### src/inc/bcfg_pkg.sv
package bcfg_pkg;

  // supply-drop configuration byte, bit 7 down to bit 0
  typedef struct packed {
    logic       en;
    logic       rsv6;
    logic [1:0] thr;
    logic       inhibit;
    logic       rst_en;
    logic [1:0] rsv10;
  } bcfg_drop_s;

  // watchdog configuration byte, bit 7 down to bit 0
  typedef struct packed {
    logic [3:0] code;
    logic [3:0] rsv;
  } bcfg_wdt_s;

  // one write coming out of the programming link
  typedef struct packed {
    logic       wr;
    logic       sel;
    logic [7:0] data;
  } bcfg_icp_wr_s;

  typedef enum logic [1:0] {
    BCFG_WDT_DISABLED,
    BCFG_WDT_RUN_LP_STOP,
    BCFG_WDT_RUN_ALWAYS
  } bcfg_wdt_mode_e;

  typedef enum logic [1:0] {
    BCFG_ICP_CMD,
    BCFG_ICP_WDATA,
    BCFG_ICP_RDATA
  } bcfg_icp_state_e;

  // un-programmed bytes read as all ones
  localparam logic [7:0]  BCFG_DROP_DEFAULT  = 8'hFF;
  localparam logic [7:0]  BCFG_WDT_DEFAULT   = 8'hFF;
  localparam logic [3:0]  BCFG_WDT_OFF       = 4'hF;
  localparam logic [3:0]  BCFG_WDT_STOP_LP   = 4'h5;

  localparam logic [1:0]  BCFG_THR_2V2       = 2'h3;
  localparam logic [1:0]  BCFG_THR_2V7       = 2'h2;
  localparam logic [1:0]  BCFG_THR_3V7       = 2'h1;
  localparam logic [12:0] BCFG_MV_2V2        = 13'h0898;
  localparam logic [12:0] BCFG_MV_2V7        = 13'h0A8C;
  localparam logic [12:0] BCFG_MV_3V7        = 13'h0E74;
  localparam logic [12:0] BCFG_MV_4V4        = 13'h1130;

  // programming frame: 8 command bits, then 8 data bits, msb first
  localparam int          BCFG_CMD_READ_BIT  = 7;
  localparam int          BCFG_CMD_SEL_BIT   = 0;
  localparam logic        BCFG_SEL_DROP      = 1'b0;
  localparam logic [2:0]  BCFG_LAST_BIT      = 3'h7;
  localparam logic [2:0]  BCFG_CNT_STEP      = 3'h1;

  function automatic bcfg_wdt_mode_e bcfg_wdt_decode(input logic [3:0] code);
    if (code == BCFG_WDT_OFF) begin
      return BCFG_WDT_DISABLED;
    end else if (code == BCFG_WDT_STOP_LP) begin
      return BCFG_WDT_RUN_LP_STOP;
    end else begin
      return BCFG_WDT_RUN_ALWAYS;
    end
  endfunction

  function automatic logic [12:0] bcfg_thr_mv(input logic [1:0] thr);
    case (thr)
      BCFG_THR_2V2: return BCFG_MV_2V2;
      BCFG_THR_2V7: return BCFG_MV_2V7;
      BCFG_THR_3V7: return BCFG_MV_3V7;
      default:      return BCFG_MV_4V4;
    endcase
  endfunction

endpackage

### src/logic/bcfg_icp_shift.sv
`timescale 1ns/1ps
module bcfg_icp_shift (
  // clock and reset
  input  wire logic                  clock,
  input  wire logic                  srst,
  // synchronised link levels
  input  wire logic                  prog_mode,
  input  wire logic                  clk_s,
  input  wire logic                  data_s,
  // stored bytes for readout
  input  wire logic [7:0]            rd_drop,
  input  wire logic [7:0]            rd_wdt,
  // write towards storage
  output bcfg_pkg::bcfg_icp_wr_s     wr,
  // data pin drive
  output logic                       data_out,
  output logic                       data_oe_n
);
  import bcfg_pkg::*;

  bcfg_icp_state_e state_r, state_nxt;
  logic [2:0]      cnt_r, cnt_nxt;
  logic [7:0]      sh_r, sh_nxt;
  logic            sel_r, sel_nxt;
  logic            prev_r, prev_nxt;
  logic            dout_r, dout_nxt;
  logic            oe_n_r, oe_n_nxt;
  bcfg_icp_wr_s    wr_r, wr_nxt;
  logic            rise;
  logic            fall;

  assign rise      = clk_s & ~prev_r;
  assign fall      = ~clk_s & prev_r;
  assign wr        = wr_r;
  assign data_out  = dout_r;
  assign data_oe_n = oe_n_r;

  ////////////////////////////////////////////////////////////////////////////
  always_comb begin
    state_nxt = state_r;
    cnt_nxt   = cnt_r;
    sh_nxt    = sh_r;
    sel_nxt   = sel_r;
    prev_nxt  = clk_s;
    dout_nxt  = dout_r;
    oe_n_nxt  = oe_n_r;
    wr_nxt    = '{wr: 1'b0, sel: sel_r, data: sh_r};
    if (!prog_mode) begin
      // leaving the mode aborts any half frame
      state_nxt = BCFG_ICP_CMD;
      cnt_nxt   = '0;
      oe_n_nxt  = 1'b1;
    end else begin
      case (state_r)
        BCFG_ICP_CMD: begin
          if (rise) begin
            sh_nxt  = {sh_r[6:0], data_s};
            cnt_nxt = cnt_r + BCFG_CNT_STEP;
            if (cnt_r == BCFG_LAST_BIT) begin
              cnt_nxt = '0;
              sel_nxt = sh_nxt[BCFG_CMD_SEL_BIT];
              if (sh_nxt[BCFG_CMD_READ_BIT]) begin
                state_nxt = BCFG_ICP_RDATA;
                sh_nxt    = (sel_nxt == BCFG_SEL_DROP) ? rd_drop : rd_wdt;
              end else begin
                state_nxt = BCFG_ICP_WDATA;
              end
            end
          end
        end
        BCFG_ICP_WDATA: begin
          if (rise) begin
            sh_nxt  = {sh_r[6:0], data_s};
            cnt_nxt = cnt_r + BCFG_CNT_STEP;
            if (cnt_r == BCFG_LAST_BIT) begin
              cnt_nxt   = '0;
              state_nxt = BCFG_ICP_CMD;
              wr_nxt    = '{wr: 1'b1, sel: sel_r, data: sh_nxt};
            end
          end
        end
        BCFG_ICP_RDATA: begin
          // change on falling edge so the programmer samples on rising
          if (fall) begin
            dout_nxt = sh_r[7];
            oe_n_nxt = 1'b0;
            sh_nxt   = {sh_r[6:0], 1'b0};
          end else if (rise) begin
            cnt_nxt = cnt_r + BCFG_CNT_STEP;
            if (cnt_r == BCFG_LAST_BIT) begin
              cnt_nxt   = '0;
              state_nxt = BCFG_ICP_CMD;
              oe_n_nxt  = 1'b1;
            end
          end
        end
        default: begin
          state_nxt = BCFG_ICP_CMD;
          cnt_nxt   = '0;
        end
      endcase
    end
  end

  always_ff @(posedge clock) begin
    if (srst) begin
      state_r <= BCFG_ICP_CMD;
      cnt_r   <= '0;
      sh_r    <= '0;
      sel_r   <= 1'b0;
      prev_r  <= 1'b0;
      dout_r  <= 1'b0;
      oe_n_r  <= 1'b1;
      wr_r    <= '0;
    end else begin
      state_r <= state_nxt;
      cnt_r   <= cnt_nxt;
      sh_r    <= sh_nxt;
      sel_r   <= sel_nxt;
      prev_r  <= prev_nxt;
      dout_r  <= dout_nxt;
      oe_n_r  <= oe_n_nxt;
      wr_r    <= wr_nxt;
    end
  end

  ////////////////////////////////////////////////////////////////////////////
  property p_icp_release;
    @(posedge clock) disable iff (srst)
    !prog_mode |=> data_oe_n && cnt_r == '0;
  endproperty
  a_icp_release: assert property (p_icp_release)
    else $error("data pin driven or count kept outside programming mode");

  property p_icp_drive_read_only;
    @(posedge clock) disable iff (srst)
    !data_oe_n |-> state_r == BCFG_ICP_RDATA
      || $past(state_r) == BCFG_ICP_RDATA;
  endproperty
  a_icp_drive_read_only: assert property (p_icp_drive_read_only)
    else $error("data pin driven outside a readout");

  property p_icp_write_on_edge;
    @(posedge clock) disable iff (srst)
    wr.wr |-> $past(rise) && $past(state_r) == BCFG_ICP_WDATA
      && $past(cnt_r) == BCFG_LAST_BIT;
  endproperty
  a_icp_write_on_edge: assert property (p_icp_write_on_edge)
    else $error("write not tied to the eighth data clock edge");

endmodule

### src/logic/bcfg_loader.sv
`timescale 1ns/1ps
// Overview of operation
// drop detection on when config bit 7 of drop byte is one
// bits 5:4 pick threshold: 11=2.2V, 10=2.7V, 01=3.7V, 00=4.4V
// inhibit bit blocks self-programming while supply below threshold
// inhibit acts only while drop detection is switched on
// bit 2 enables a system reset when supply falls below threshold
// watchdog code 1111 disables reset, timer free for software use
// code 0101 runs reset watchdog, stopped in idle and power-down
// any other code runs reset watchdog through idle and power-down
// reset pin low enters programming mode, high leaves it
// data pin is two-way: programmer writes, device drives on readout
// programmer supplies the clock; data shifts on its edges
// config bits are copied into run-time controls after reset
// programmer keeps reserved config bits un-programmed
// drop-related controls reload only on power-on reset
module bcfg_loader #(
  parameter logic [7:0] DROP_FACTORY = bcfg_pkg::BCFG_DROP_DEFAULT,
  parameter logic [7:0] WDT_FACTORY  = bcfg_pkg::BCFG_WDT_DEFAULT
) (
  // clock and reset
  input  wire logic                  clock,
  input  wire logic                  srst,
  input  wire logic                  por_cause,
  // in-circuit programming pins
  input  wire logic                  prog_reset_pin_n,
  input  wire logic                  prog_clock_pin,
  input  wire logic                  prog_data_pin_i,
  output logic                       prog_data_pin_o,
  output logic                       prog_data_pin_oe_n,
  // core status
  input  wire logic                  supply_below,
  input  wire logic                  low_power_mode,
  input  wire logic                  self_prog_req,
  // software access to run-time controls
  input  wire logic                  sw_drop_we,
  input  bcfg_pkg::bcfg_drop_s       sw_drop_wdata,
  input  wire logic                  sw_wdt_we,
  input  bcfg_pkg::bcfg_wdt_s        sw_wdt_wdata,
  // run-time controls and stored bytes
  output bcfg_pkg::bcfg_drop_s       drop_ctrl,
  output bcfg_pkg::bcfg_wdt_s        wdt_ctrl,
  output logic [7:0]                 supply_drop_config_byte,
  output logic [7:0]                 watchdog_config_byte,
  // decoded outputs
  output logic                       drop_detect_enable,
  output logic [1:0]                 drop_threshold_select,
  output logic [12:0]                drop_threshold_voltage,
  output logic                       low_supply_program_inhibit,
  output logic                       drop_reset_enable,
  output logic                       self_prog_grant,
  output logic                       drop_reset_req,
  output logic [3:0]                 watchdog_enable_code,
  output logic                       wdt_reset_enable,
  output logic                       wdt_gp_timer,
  output logic                       wdt_count_enable,
  output logic                       in_circuit_programming
);
  import bcfg_pkg::*;

  ////////////////////////////////////////////////////////////////////////////
  // pin synchronisers: rst_n, clock, data, supply_below
  logic [3:0]   s1_r, s1_nxt;
  logic [3:0]   s2_r, s2_nxt;
  logic         mode_s;
  logic         pclk_s;
  logic         pdat_s;
  logic         below_s;

  always_comb begin
    s1_nxt = {prog_reset_pin_n, prog_clock_pin, prog_data_pin_i,
              supply_below};
    s2_nxt = s1_r;
  end

  always_ff @(posedge clock) begin
    if (srst) begin
      s1_r <= 4'h8;
      s2_r <= 4'h8;
    end else begin
      s1_r <= s1_nxt;
      s2_r <= s2_nxt;
    end
  end

  assign mode_s  = ~s2_r[3];
  assign pclk_s  = s2_r[2];
  assign pdat_s  = s2_r[1];
  assign below_s = s2_r[0];

  ////////////////////////////////////////////////////////////////////////////
  // programming link
  bcfg_icp_wr_s icp_wr;
  bcfg_drop_s   cfg_drop_r, cfg_drop_nxt;
  bcfg_wdt_s    cfg_wdt_r, cfg_wdt_nxt;

  bcfg_icp_shift u_shift (
    .clock     (clock),
    .srst      (srst),
    .prog_mode (mode_s),
    .clk_s     (pclk_s),
    .data_s    (pdat_s),
    .rd_drop   (cfg_drop_r),
    .rd_wdt    (cfg_wdt_r),
    .wr        (icp_wr),
    .data_out  (prog_data_pin_o),
    .data_oe_n (prog_data_pin_oe_n)
  );

  ////////////////////////////////////////////////////////////////////////////
  // non-volatile image; bytes stored whole, reserved bits as written
  always_comb begin
    cfg_drop_nxt = cfg_drop_r;
    cfg_wdt_nxt  = cfg_wdt_r;
    if (icp_wr.wr && icp_wr.sel == BCFG_SEL_DROP) begin
      cfg_drop_nxt = icp_wr.data;
    end else if (icp_wr.wr) begin
      cfg_wdt_nxt = icp_wr.data;
    end
  end

  // only a power-on reset brings the model's image to factory state
  always_ff @(posedge clock) begin
    if (srst && por_cause) begin
      cfg_drop_r <= DROP_FACTORY;
      cfg_wdt_r  <= WDT_FACTORY;
    end else if (!srst) begin
      cfg_drop_r <= cfg_drop_nxt;
      cfg_wdt_r  <= cfg_wdt_nxt;
    end
  end

  assign supply_drop_config_byte = cfg_drop_r;
  assign watchdog_config_byte    = cfg_wdt_r;

  ////////////////////////////////////////////////////////////////////////////
  // run-time controls, loaded in the first cycle after reset release; drop controls only after a power-on reset
  logic         load_r, load_nxt;
  logic         por_r, por_nxt;
  bcfg_drop_s   drop_r, drop_nxt;
  bcfg_wdt_s    wdt_r, wdt_nxt;

  always_comb begin
    load_nxt = srst;
    por_nxt  = srst ? por_cause : por_r;
    drop_nxt = drop_r;
    wdt_nxt  = wdt_r;
    if (srst) begin
      wdt_nxt = WDT_FACTORY;
      if (por_cause) begin
        drop_nxt = DROP_FACTORY;
      end
    end else if (load_r) begin
      wdt_nxt = cfg_wdt_r;
      if (por_r) begin
        drop_nxt = cfg_drop_r;
      end
    end else begin
      if (sw_drop_we) begin
        drop_nxt = sw_drop_wdata;
      end
      if (sw_wdt_we) begin
        wdt_nxt = sw_wdt_wdata;
      end
    end
  end

  always_ff @(posedge clock) begin
    load_r <= load_nxt;
    por_r  <= por_nxt;
    drop_r <= drop_nxt;
    wdt_r  <= wdt_nxt;
  end

  assign drop_ctrl = drop_r;
  assign wdt_ctrl  = wdt_r;

  ////////////////////////////////////////////////////////////////////////////
  // decoded outputs, registered
  logic           det_r, det_nxt;
  logic [1:0]     thr_r, thr_nxt;
  logic [12:0]    mv_r, mv_nxt;
  logic           inh_r, inh_nxt;
  logic           rsten_r, rsten_nxt;
  logic           grant_r, grant_nxt;
  logic           dreq_r, dreq_nxt;
  logic [3:0]     code_r, code_nxt;
  logic           wrst_r, wrst_nxt;
  logic           wgp_r, wgp_nxt;
  logic           wcnt_r, wcnt_nxt;
  logic           icp_r, icp_nxt;
  logic           blocked;
  bcfg_wdt_mode_e wmode;

  always_comb begin
    wmode     = bcfg_wdt_decode(wdt_r.code);
    // detection off makes the inhibit bit meaningless
    blocked   = drop_r.en & drop_r.inhibit & below_s;
    det_nxt   = drop_r.en;
    thr_nxt   = drop_r.thr;
    mv_nxt    = bcfg_thr_mv(drop_r.thr);
    inh_nxt   = drop_r.en & drop_r.inhibit;
    rsten_nxt = drop_r.rst_en;
    grant_nxt = self_prog_req & ~blocked;
    dreq_nxt  = drop_r.en & drop_r.rst_en & below_s;
    code_nxt  = wdt_r.code;
    wrst_nxt  = wmode != BCFG_WDT_DISABLED;
    wgp_nxt   = wmode == BCFG_WDT_DISABLED;
    wcnt_nxt  = 1'b0;
    case (wmode)
      BCFG_WDT_RUN_LP_STOP: wcnt_nxt = ~low_power_mode;
      BCFG_WDT_RUN_ALWAYS:  wcnt_nxt = 1'b1;
      default:              wcnt_nxt = 1'b0;
    endcase
    icp_nxt   = mode_s;
  end

  always_ff @(posedge clock) begin
    if (srst) begin
      det_r   <= 1'b0;
      thr_r   <= '0;
      mv_r    <= '0;
      inh_r   <= 1'b0;
      rsten_r <= 1'b0;
      grant_r <= 1'b0;
      dreq_r  <= 1'b0;
      code_r  <= BCFG_WDT_OFF;
      wrst_r  <= 1'b0;
      wgp_r   <= 1'b0;
      wcnt_r  <= 1'b0;
      icp_r   <= 1'b0;
    end else begin
      det_r   <= det_nxt;
      thr_r   <= thr_nxt;
      mv_r    <= mv_nxt;
      inh_r   <= inh_nxt;
      rsten_r <= rsten_nxt;
      grant_r <= grant_nxt;
      dreq_r  <= dreq_nxt;
      code_r  <= code_nxt;
      wrst_r  <= wrst_nxt;
      wgp_r   <= wgp_nxt;
      wcnt_r  <= wcnt_nxt;
      icp_r   <= icp_nxt;
    end
  end

  assign drop_detect_enable         = det_r;
  assign drop_threshold_select      = thr_r;
  assign drop_threshold_voltage     = mv_r;
  assign low_supply_program_inhibit = inh_r;
  assign drop_reset_enable          = rsten_r;
  assign self_prog_grant            = grant_r;
  assign drop_reset_req             = dreq_r;
  assign watchdog_enable_code       = code_r;
  assign wdt_reset_enable           = wrst_r;
  assign wdt_gp_timer               = wgp_r;
  assign wdt_count_enable           = wcnt_r;
  assign in_circuit_programming     = icp_r;

  ////////////////////////////////////////////////////////////////////////////
  // load_r masks the release edge, where outputs still hold reset values
  property p_detect_follows;
    @(posedge clock) disable iff (srst || load_r)
    $changed(drop_r.en) |=> drop_detect_enable == $past(drop_r.en);
  endproperty
  a_detect_follows: assert property (p_detect_follows)
    else $error("detect output did not follow control bit");

  property p_threshold_map;
    @(posedge clock) disable iff (srst || load_r)
    ##1 drop_threshold_voltage == bcfg_thr_mv($past(drop_r.thr))
      && drop_threshold_select == $past(drop_r.thr);
  endproperty
  a_threshold_map: assert property (p_threshold_map)
    else $error("threshold output wrong for select code");

  property p_inhibit_blocks;
    @(posedge clock) disable iff (srst || load_r)
    drop_r.en && drop_r.inhibit && below_s && self_prog_req
      |=> !self_prog_grant;
  endproperty
  a_inhibit_blocks: assert property (p_inhibit_blocks)
    else $error("self-programming granted below threshold");

  property p_inhibit_needs_detect;
    @(posedge clock) disable iff (srst || load_r)
    !drop_r.en && self_prog_req |=> self_prog_grant && !drop_reset_req;
  endproperty
  a_inhibit_needs_detect: assert property (p_inhibit_needs_detect)
    else $error("inhibit or reset acted with detection off");

  property p_drop_reset;
    @(posedge clock) disable iff (srst)
    drop_reset_req |-> $past(drop_r.rst_en) && $past(below_s);
  endproperty
  a_drop_reset: assert property (p_drop_reset)
    else $error("drop reset without enable or low supply");

  property p_wdt_off;
    @(posedge clock) disable iff (srst || load_r)
    wdt_r.code == BCFG_WDT_OFF
      |=> wdt_gp_timer && !wdt_reset_enable && !wdt_count_enable;
  endproperty
  a_wdt_off: assert property (p_wdt_off)
    else $error("watchdog active with disable code");

  property p_wdt_lp_stop;
    @(posedge clock) disable iff (srst || load_r)
    wdt_r.code == BCFG_WDT_STOP_LP && low_power_mode
      |=> wdt_reset_enable && !wdt_count_enable;
  endproperty
  a_wdt_lp_stop: assert property (p_wdt_lp_stop)
    else $error("watchdog counted in low power with stop code");

  property p_wdt_keep_running;
    @(posedge clock) disable iff (srst || load_r)
    wdt_r.code != BCFG_WDT_OFF && wdt_r.code != BCFG_WDT_STOP_LP
      |=> wdt_count_enable && wdt_reset_enable;
  endproperty
  a_wdt_keep_running: assert property (p_wdt_keep_running)
    else $error("watchdog stopped with run-always code");

  property p_load_wdt;
    @(posedge clock) disable iff (srst)
    load_r && !srst |=> wdt_r == $past(cfg_wdt_r);
  endproperty
  a_load_wdt: assert property (p_load_wdt)
    else $error("watchdog control not loaded after reset");

  property p_drop_por_only;
    @(posedge clock) disable iff (srst)
    load_r && !por_r |=> drop_r == $past(drop_r);
  endproperty
  a_drop_por_only: assert property (p_drop_por_only)
    else $error("drop controls reloaded on a non power-on reset");

endmodule

### config.mk
export PLATFORM = sky130hd
export DESIGN_NAME = bcfg_loader
export DESIGN_NICKNAME = d
export VERILOG_FILES = /design/src/inc/bcfg_pkg.sv /design/src/logic/bcfg_icp_shift.sv /design/src/logic/bcfg_loader.sv
export SDC_FILE = /design/constraint.sdc
export NUM_CORES = 1
export LEC_CHECK = 0
export ABC_AREA = 1
export ABC_CLOCK_PERIOD_IN_PS = 1900
export BUFFER_PORTS_ARGS = -buffer_cell sky130_fd_sc_hd__buf_4
export CAP_MARGIN = 20
export CORE_ASPECT_RATIO = 2
export CORE_MARGIN = 1.5
export CORE_UTILIZATION = 56
export CTS_BUF_LIST = sky130_fd_sc_hd__clkbuf_8
export DETAILED_ROUTE_END_ITERATION = 12
export PLACE_DENSITY = 0.82
export SETUP_SLACK_MARGIN = 0.5
export SYNTH_ARGS = -nofsm -noshare
export SYNTH_HDL_FRONTEND = slang
export SYNTH_HIERARCHICAL = 1
export SYNTH_SLANG_ARGS = --single-unit
### constraint.sdc
create_clock -name clock -period 1.9 [get_ports clock]
set_input_delay 0.095 -clock clock [delete_from_list [all_inputs] [get_ports clock]]
set_output_delay 0.095 -clock clock [all_outputs]
set_load 0.03 [all_outputs]
==> flow_metrics.py, run 1 <==
metrics = {
    "final_layout": {
        "num_antenna_cells": 0,
        "drive_above_1_share": 0.2672,
        "fillers": 533,
        "syn_to_final_growth_pct": 30.29,
        "fin_nets": 648,
        "fin_area_mm2": 0.005145,
    },
    "clock_tree": {
        "root_buffer": "clkbuf_8",
        "clk_latency_ns": 0.38,
        "clk_pin_slew_ns": 0.09,
        "cts_buffers": 9,
        "clock-sinks": 91,
        "htreeDepth": 3,
        "clock_path_buffers": 2,
        "cts_tree": "built",
    },
    "placed_design": {
        "hpwl_um": 7445,
        "dp_slack_ns": 0.1846,
        "dpl_cell_area_mm2": 0.004576,
        "gp_congestion": 0.9586,
        "io_buffers": 86,
    },
    "synth": {
        "syn-cell-area_mm2": 0.003949,
        "yosysUniqueCellTypes": 31,
        "ys_seq_area_frac": 0.4842,
        "synth_edf_count": 9,
        "synth_top_family_by_area": "simple AND/OR/NAND/NOR gates",
        "postSynthCellCount": 507,
        "yosys_warnings": 6,
        "muxShareOfSynthArea": 0,
        "yosys.area_share.simple": 0.2921,
        "synth-seq-cells": 91,
        "synth_xor_area_frac": 0,
        "synthAdderAreaFrac": 0.05070,
        "ys.flop_type": "dfxtp_1",
        "syn_area_per_cell_um2": 7.789,
        "synthArstFlopShare": 0,
        "synth_compound_area_frac": 0.05862,
    },
    "route": {
        "ant_nets": 0,
        "route.detailed.drc": 0,
        "wl_per_cell_um": 14.98,
        "first_pass_iters": 6,
        "vias": 3703,
        "wl_um": 10490,
        "drt_iter0_drc": 239,
        "via_per_inst": 5.290,
    },
    "sta": {
        "setup_viol": 0,
        "finalWorstSetupSlack_ns": 0.4922,
        "worst_pin_slew_ns": 0.5272,
        "period_minus_slack_ns": 1.408,
        "slew_viol_final": 0,
        "max_freq_ghz": 0.7103,
        "clock_skew_ns": 0.01302,
        "period_share": 0.7410,
        "slew_headroom": 0.6477,
        "fin_setup_tns_ns": 0,
        "hold_viol_final": 0,
        "rsz0062_at_grt": "true",
    },
    "outcome": {
        "status": "completed",
    },
    "pwr": {
        "peakVddDrop_uv": 646.9,
        "p_switching_w": 0.0009938,
        "power.density_mw_per_mm2": 785.0,
        "p_clk_frac": 0.380,
        "seq_power_share": 0.505,
        "power_leakage_nw": 2.598,
        "power_frac_comb": 0.115,
        "switching_share": 0.2460,
        "p_int_w": 0.003045,
    },
    "grt": {
        "grt_pass1_wl_um": 16460,
        "grt_overflow": 0,
        "antenna_found_initial": 0,
        "grt_usage": 0.2782,
        "grt_pass1_vias": 3572,
        "grt_max_degree": 29,
    },
    "floorplanning": {
        "fp.dieH_um": 121.8,
        "rows": 43,
        "fp.dieW_um": 62.38,
        "core_area_mm2": 0.006887,
        "dieArea_mm2": 0.007594,
        "io_pins": 89,
        "initial_core_util": 0.5734,
    },
    "worst_setup_path": {
        "worst_ep_arrival_time_ns": 1.71,
        "critPathMaxFanout": 6,
        "cp.required_ns": 2.20,
        "critPathLaunchType": "flip-flop",
        "path_class": "reg2reg",
        "critPathCaptureType": "flip-flop",
    },
    "flow_run": {
        "maxCapViolCount": 0,
    },
    "hold_path": {
        "holdCritPathClass": "in2reg",
    },
}
==> area by class of cell <==
type                    count  area, um2  area share
flip-flops and latches     91       1927      0.3745
multi-input cells         326       1754      0.3410
repair buffers            111      860.8      0.1673
inverters                  66      255.2     0.04961
clock buffers               9      123.9     0.02408
well taps                  90      112.6     0.02189
clock inverters             7      111.4     0.02164
==> cell usage after synthesis (2+ instances only) <==
cell type / number / area (um2)
a21oi_1: 25 / 125.1
buf_2: 9 / 45.04
buf_4: 13 / 97.59
buf_6: 3 / 33.78
dfxtp_1: 82 / 1642
edfxtp_1: 9 / 270.3
ha_1: 16 / 200.2
inv_1: 61 / 229.0
inv_2: 3 / 11.26
nand2_1: 121 / 454.2
nand2_2: 2 / 12.51
nand3_1: 54 / 270.3
nand3_2: 2 / 20.02
nand4_1: 19 / 118.9
nor2_1: 50 / 187.7
nor2_2: 2 / 12.51
nor3_1: 2 / 10.01
o21ai_0: 15 / 75.07
or2_1: 2 / 12.51
or2_2: 6 / 37.54
==> sequential cells by signal, summed over array words and instances (netlist names), 2 cells and up <==
name                     flops
u_shift/sh_r                 8
u_shift/cnt_r                3
drop_threshold_select        2
s2_r                         4
drop_ctrl                    4
u_shift/state_r              2
s1_r                         4
u_shift/wr                  10
wdt_ctrl                     4
watchdog_config_byte         8
thr_nxt                      2
watchdog_enable_code         4
code_nxt                     4
supply_drop_config_byte      8
drop_threshold_voltage       7
==> kinds of logic (layout without fill, tap and decap cells) <==
| logic type | Yosys count | count (layout) |
|---|---|---|
| buf+inv | 93 | 193 |
| flops | 91 | 91 |
| simple gates | 262 | 264 |
| other cells | 1 | 2 |
| fa+ha+maj | 16 | 16 |
| compound gates | 44 | 44 |
==> power groups by stage <==
stage	Sequential (W)	Combinational (W)	Clock, W
after global routing	0.00205	0.000496	0.00163
final	0.00204	0.000463	0.00154
after detailed placement	0.00209	0.000433	0
after global placement	0.00209	0.000424	0
after floorplan	0.00218	0.000184	0
after CTS	0.00204	0.000458	0.00155
==> worst max-delay path: stages, from the launching register on <==
cell     delay [ns]
dfxtp_4        0.40
inv_4          0.06
ha_4           0.16
inv_2          0.07
nor2_2         0.05
nor2_4         0.23
nand2_4        0.12
nand2_1        0.08
nand2_1        0.06
a21oi_2        0.11
==> path summary, 6_finish.rpt <==
check,to,cells past startpoint,slack (ns),from
min,thr_nxt[1]$_SDFFCE_PP1P_,3,0.0006,sw_drop_wdata[5]
min reg2reg,s2_r[2]$_SDFF_PP0_,2,0.40,s1_r[2]$_SDFF_PP0_
max,u_shift/sh_r[7]$_SDFFE_PP0P_,9,0.49,u_shift/state_r[0]$_SDFFE_PP0P_
max reg2reg,u_shift/sh_r[7]$_SDFFE_PP0P_,9,0.49,u_shift/state_r[0]$_SDFFE_PP0P_
==> cells in the final DEF (no fill, tap or decap), drive strengths merged, types with 2 or more instances in the layout <==
cell type,count
dlygate4sd3,11
nor2,54
nand2,124
bufinv,3
conb,2
edfxtp,9
a21oi,26
dfxtp,82
nor3,2
buf,100
ha,16
clkinv,3
inv,67
nand3,56
clkbuf,9
o21ai,16
or2,8
nand4,19
==> per-layer routing <==
metal  part of all wire  routed length (um)  track usage  vias up
met5                  0                   0            0        -
met4              0.038                 403       0.1778        0
met3              0.053                 551      0.04155       31
met2               0.56                5918       0.5401      150
met1               0.34                3615       0.2681     1720
li1                   -                   -            -     1802
==> metrics by stage <==
stage          instances  utilization  hold WS (ns)  power (W)
6_report             700       0.7471     0.0006135   0.004039
5_1_grt              700       0.7471       0.01573   0.004170
4_1_cts              695       0.7287     0.0005705   0.004050
3_5_place_dp         665       0.6644        0.3019   0.002522
3_3_place_gp         665       0.6644        0.2832   0.002510
2_1_floorplan        508            -        0.1227   0.002359
==> repair_timing <==
action,in CTS,in global routing
pin swaps,4,11
hold endpoints to repair,12,0
hold buffers,11,0
endpoints found under the setup margin,28,23
gates resized for setup,22,26
cloned,2,0
setup buffers,1,5
No activity file was read; power rests on OpenSTA's default activity.
==> run 2, diff against run 1 <==
- ABC_AREA: 1 -> 0
- ABC_CLOCK_PERIOD_IN_PS: 1900 -> 1300
- PLACE_DENSITY: 0.82 -> 0.83
- clock period: 1.9 -> 1.3 ns (I/O delays scaled with it)
==> run 2 against run 1 <==
The flow now stops in global routing (5_1_grt). Synthesized cell count shrank 28%. Synthesized area shrank 2.8%.
==> flow_metrics.py, run 2 <==
metrics = {
    "floorplanning": {
        "fp.dieW_um": 61.56,
        "io_pins": 89,
        "fp.dieH_um": 120.1,
        "rows": 42,
        "initial_core_util": 0.5799,
    },
    "placed_design": {
        "hpwl_um": 7604,
        "io_buffers": 86,
        "placed_cells": 545,
        "dpl_cell_area_mm2": 0.004906,
        "gp_congestion": 0.9171,
    },
    "clock_tree": {
        "clock-sinks": 91,
        "cts_buffers": 9,
        "htreeDepth": 3,
        "clock_path_buffers": 2,
        "root_buffer": "clkbuf_8",
    },
    "synth": {
        "syn-cell-area_mm2": 0.003840,
        "ys_seq_area_frac": 0.4979,
        "yosysMostFrequentCell": "dfxtp_1",
        "muxShareOfSynthArea": 0.1245,
        "syn_area_per_cell_um2": 10.55,
        "synthArstFlopShare": 0,
        "postSynthCellCount": 364,
        "synth_compound_area_frac": 0.1245,
        "synthAdderAreaFrac": 0.05213,
        "yosys.area_share.simple": 0.1336,
        "synth_top_area_cell": "dfxtp_1",
        "synth_top_family_by_area": "simple AND/OR/NAND/NOR gates",
        "ys.flop_type": "dfxtp_1",
        "ys_top_cells_by_area": "dfxtp_1 43%, mux2i_1 11%, edfxtp_1 7.0%, ha_1 5.2%, a21oi_1 4.0%",
        "yosysUniqueCellTypes": 47,
        "synth_top_area_frac": 0.4275,
        "synth_common_cells": "82 x dfxtp_1, 41 x mux2i_1, 31 x a21oi_1, 24 x nor2_1, 23 x inv_1",
        "synth_xor_area_frac": 0,
        "synth_edf_count": 9,
        "synth-seq-cells": 91,
        "yosys_warnings": 6,
    },
    "grt": {
        "grt_max_degree": 32,
        "grt_usage": 0.7592,
        "grt_overflow": 105,
    },
    "sta": {
        "worst-ep-kind": "register input",
        "repair-timing-grt-worst-ep": "u_shift/sh_r[4]$_SDFFE_PP0P_/D",
    },
    "outcome": {
        "stop_stage": "global routing (5_1_grt)",
        "tool.error": "[ERROR GRT-0232] Routing congestion too high. Check the congestion heatmap in the GUI.",
        "status": "stopped before the end",
    },
}
run 2: cell types whose count changed after synthesis, sizes merged, moves of 9 or more:
cell	before	now
nand3	56	2
o21ai	16	1
mux2i	0	41
nand2	123	4
inv	65	23
nand4	19	4
nor2	53	24
clkbuf	2	11
nor2b	0	22
run 2: cell families after synthesis:
family          after synthesis
flops                        91
other cells                   1
mux                          47
buf+inv                      51
simple gates                 89
fa+ha+maj                    16
compound gates               69
run 2: what timing repair did:
action | 4_1_cts
setup buffers | 24
gates resized for setup | 175
pin swaps | 20
setup endpoints to repair | 134
hold endpoints to repair | 11
hold buffers | 11
run 2: layer usage:
layer | GRT usage | GRT overflow
met4 | 0.8125 | 26
met1 | 0.7708 | 1
met5 | 0 | 0
met2 | 0.9592 | 78
met3 | 0.4677 | 0
run 2: per-stage QoR:
step,hold slack [ns],TNS [ns],setup slack (ns)
2_1_floorplan,0.09269,-1.600,-0.1508
3_5_place_dp,0.2593,-3.231,-0.3258
4_1_cts,0.007924,-4.479,-0.2837
3_3_place_gp,0.2521,-2.211,-0.1732
==> run 3, diff against run 2 <==
- CORE_ASPECT_RATIO: 2 -> not set
- CORE_UTILIZATION: 56 -> 40
- CTS_BUF_LIST: sky130_fd_sc_hd__clkbuf_8 -> not set
- PLACE_DENSITY: 0.83 -> not set
- PLACE_DENSITY_LB_ADDON: not set -> 0.15
- SETUP_SLACK_MARGIN: 0.5 -> not set
==> run 3 against run 2 <==
The flow now finishes, with violations (setup timing). Synthesized cell count is the same. Synthesized area is the same.
==> flow_metrics.py, run 3 <==
metrics = {
    "route": {
        "via_per_inst": 4.879,
        "wl_um": 9128,
        "vias": 3030,
        "wl_per_cell_um": 14.70,
        "first_pass_iters": 4,
        "ant_nets": 0,
        "route.detailed.drc": 0,
        "drt_iter0_drc": 118,
    },
    "worst_setup_path": {
        "critPathCaptureType": "flip-flop",
        "critPathLaunchType": "flip-flop",
        "path_buf_inv": 1,
        "path_class": "reg2reg",
        "crit_chain": "inv_4, ha_4, a21boi_1, or3_4, o41ai_4",
        "critPathMaxStageDelay_ns": 0.42,
        "worst_ep_arrival_time_ns": 1.84,
        "cp.required_ns": 1.54,
        "slowest_stage": "or3_4",
        "path_delay_family": "simple AND/OR/NAND/NOR gates",
        "critPathMaxFanout": 4,
    },
    "sta": {
        "finalWorstSetupSlack_ns": -0.2978,
        "clock_skew_ns": 0.009596,
        "setup_viol": 23,
        "fin_setup_tns_ns": -3.136,
        "rsz0062_at_grt": "true",
        "slew_viol_final": 0,
        "period_minus_slack_ns": 1.598,
        "period_share": 1.229,
        "max_freq_ghz": 0.6259,
        "hold_viol_final": 0,
    },
    "synth": {
        "ys_top_cells_by_area": "dfxtp_1 43%, mux2i_1 11%, edfxtp_1 7.0%, ha_1 5.2%, a21oi_1 4.0%",
        "synthArstFlopShare": 0,
        "yosysMostFrequentCell": "dfxtp_1",
        "yosys_warnings": 6,
        "synth_top_area_cell": "dfxtp_1",
        "yosysUniqueCellTypes": 47,
        "synth_edf_count": 9,
        "syn_area_per_cell_um2": 10.55,
        "syn-cell-area_mm2": 0.003840,
        "synth-seq-cells": 91,
        "synth_common_cells": "82 x dfxtp_1, 41 x mux2i_1, 31 x a21oi_1, 24 x nor2_1, 23 x inv_1",
        "ys.flop_type": "dfxtp_1",
        "ys_seq_area_frac": 0.4979,
        "synth_top_area_frac": 0.4275,
        "postSynthCellCount": 364,
    },
    "placed_design": {
        "placed_cells": 586,
        "dp_slack_ns": -0.3832,
        "hpwl_um": 6524,
        "io_buffers": 86,
        "gp_congestion": 0.8083,
    },
    "clock_tree": {
        "htreeDepth": 3,
        "root_buffer": "clkbuf_8",
        "clock_path_buffers": 2,
        "clk_pin_slew_ns": 0.09,
        "cts_buffers": 9,
        "cts_tree": "built",
        "clock-sinks": 91,
        "clk_latency_ns": 0.35,
    },
    "floorplanning": {
        "core_area_mm2": 0.009284,
        "fp.dieH_um": 101.0,
        "io_pins": 89,
        "fp.dieW_um": 101.0,
        "initial_core_util": 0.4136,
        "rows": 35,
        "dieArea_mm2": 0.01020,
    },
    "pwr": {
        "seq_power_share": 0.518,
        "p_switching_w": 0.001395,
        "p_clk_frac": 0.375,
        "p_int_w": 0.004294,
        "switching_share": 0.2451,
        "peakVddDrop_uv": 678.3,
        "power_leakage_nw": 2.373,
        "power.density_mw_per_mm2": 1040,
        "power_frac_comb": 0.107,
    },
    "final_layout": {
        "final_cell_count_no_fill": 621,
        "final_cell_mix": "119 x buf_4, 75 x dfxtp_1, 41 x mux2i_1, 31 x a21oi_1, 23 x nor2_1",
        "mostFrequentLayoutCell": "buf_4",
        "num_antenna_cells": 0,
        "drive_above_1_share": 0.4167,
        "largest_register_ffs": 10,
        "syn_to_final_growth_pct": 42.42,
        "fin_nets": 530,
    },
    "outcome": {
        "status": "finished with violations",
        "violations": "setup timing",
    },
    "grt": {
        "grt_usage": 0.1875,
        "grt_pass1_vias": 2944,
        "antenna_found_initial": 0,
        "grt_pass1_wl_um": 14800,
        "grt_overflow": 0,
        "grt_max_degree": 31,
    },
    "hold_path": {
        "holdCritPathClass": "in2reg",
    },
    "flow_run": {
        "maxCapViolCount": 0,
    },
}
[run 3: what timing repair did]
item / in CTS / in global routing
hold buffers: 10 / 0
setup buffers: 8 / 1
endpoints found under the hold margin: 10 / 0
resized for setup: 41 / 11
pin swaps: 15 / 8
setup endpoints to repair: 23 / 36
[run 3: cells by family after synthesis]
family | synth area share
AND/OR/NAND/NOR | 0.1336
other | 0.0009766
flip-flops | 0.4979
buffers and inverters | 0.06647
AO/OA/AOI/OAI | 0.1245
multiplexers | 0.1245
adder cells (fa/ha/maj) | 0.05213
[run 3: worst min-delay path: cells and delay by family]
kind,cells,cell delay (ns)
buffers and inverters,1,0.08
AO/OA/AOI/OAI,1,0.13
multiplexers,1,0.06
[run 3: power by group through the flow]
stage,clock network (W),logic [W],registers (W)
3_3_place_gp,0,0.000561,0.00302
3_5_place_dp,0,0.000562,0.00302
2_1_floorplan,0,0.000240,0.00313
5_1_grt,0.00231,0.000658,0.00296
6_report,0.00213,0.000610,0.00295
4_1_cts,0.00219,0.000607,0.00295
[run 3: routing by layer]
metal  wire length (um)  up-vias  track usage
met5                  0        -            0
met4                 92        0      0.04915
met3                416        8      0.05132
met2               4446       70       0.3124
met1               4173     1438       0.2406
li1                   -     1514            -
[run 3: metrics by stage]
stage,cell area (um2),util,hold slack (ns),total power (W)
floorplan,3923,-,0.09274,0.003366
global placement,4843,0.5217,0.2552,0.003578
detailed placement,4843,0.5217,0.2552,0.003580
CTS,5410,0.5827,0.0001399,0.005744
global route,5469,0.5891,0.003759,0.005923
finish,5469,0.5891,0.01246,0.005689
[run 3: layout make-up]
type,instances,area (um2)
fill,792,3815
multi-input combinational,223,1932
sequential,91,1926
timing repair buffer,139,1132
tap,129,161.4
clock buffer,10,127.6
clock inverter,6,96.34
inverter,23,93.84
[run 3: path summary, 6_finish.rpt]
kind	startpoint	end	slack, ns	cells past startpoint
worst max register to register	u_shift/state_r[0]$_SDFFE_PP0P_	u_shift/state_r[0]$_SDFFE_PP0P_	-0.30	5
worst min register to register	s1_r[3]$_SDFF_PP1_	s2_r[3]$_SDFF_PP1_	0.42	1
worst max-delay path	u_shift/state_r[0]$_SDFFE_PP0P_	u_shift/state_r[0]$_SDFFE_PP0P_	-0.30	5
worst min-delay path	sw_wdt_wdata[3]	wdt_ctrl[3]$_SDFFE_PP1P_	0.01	3
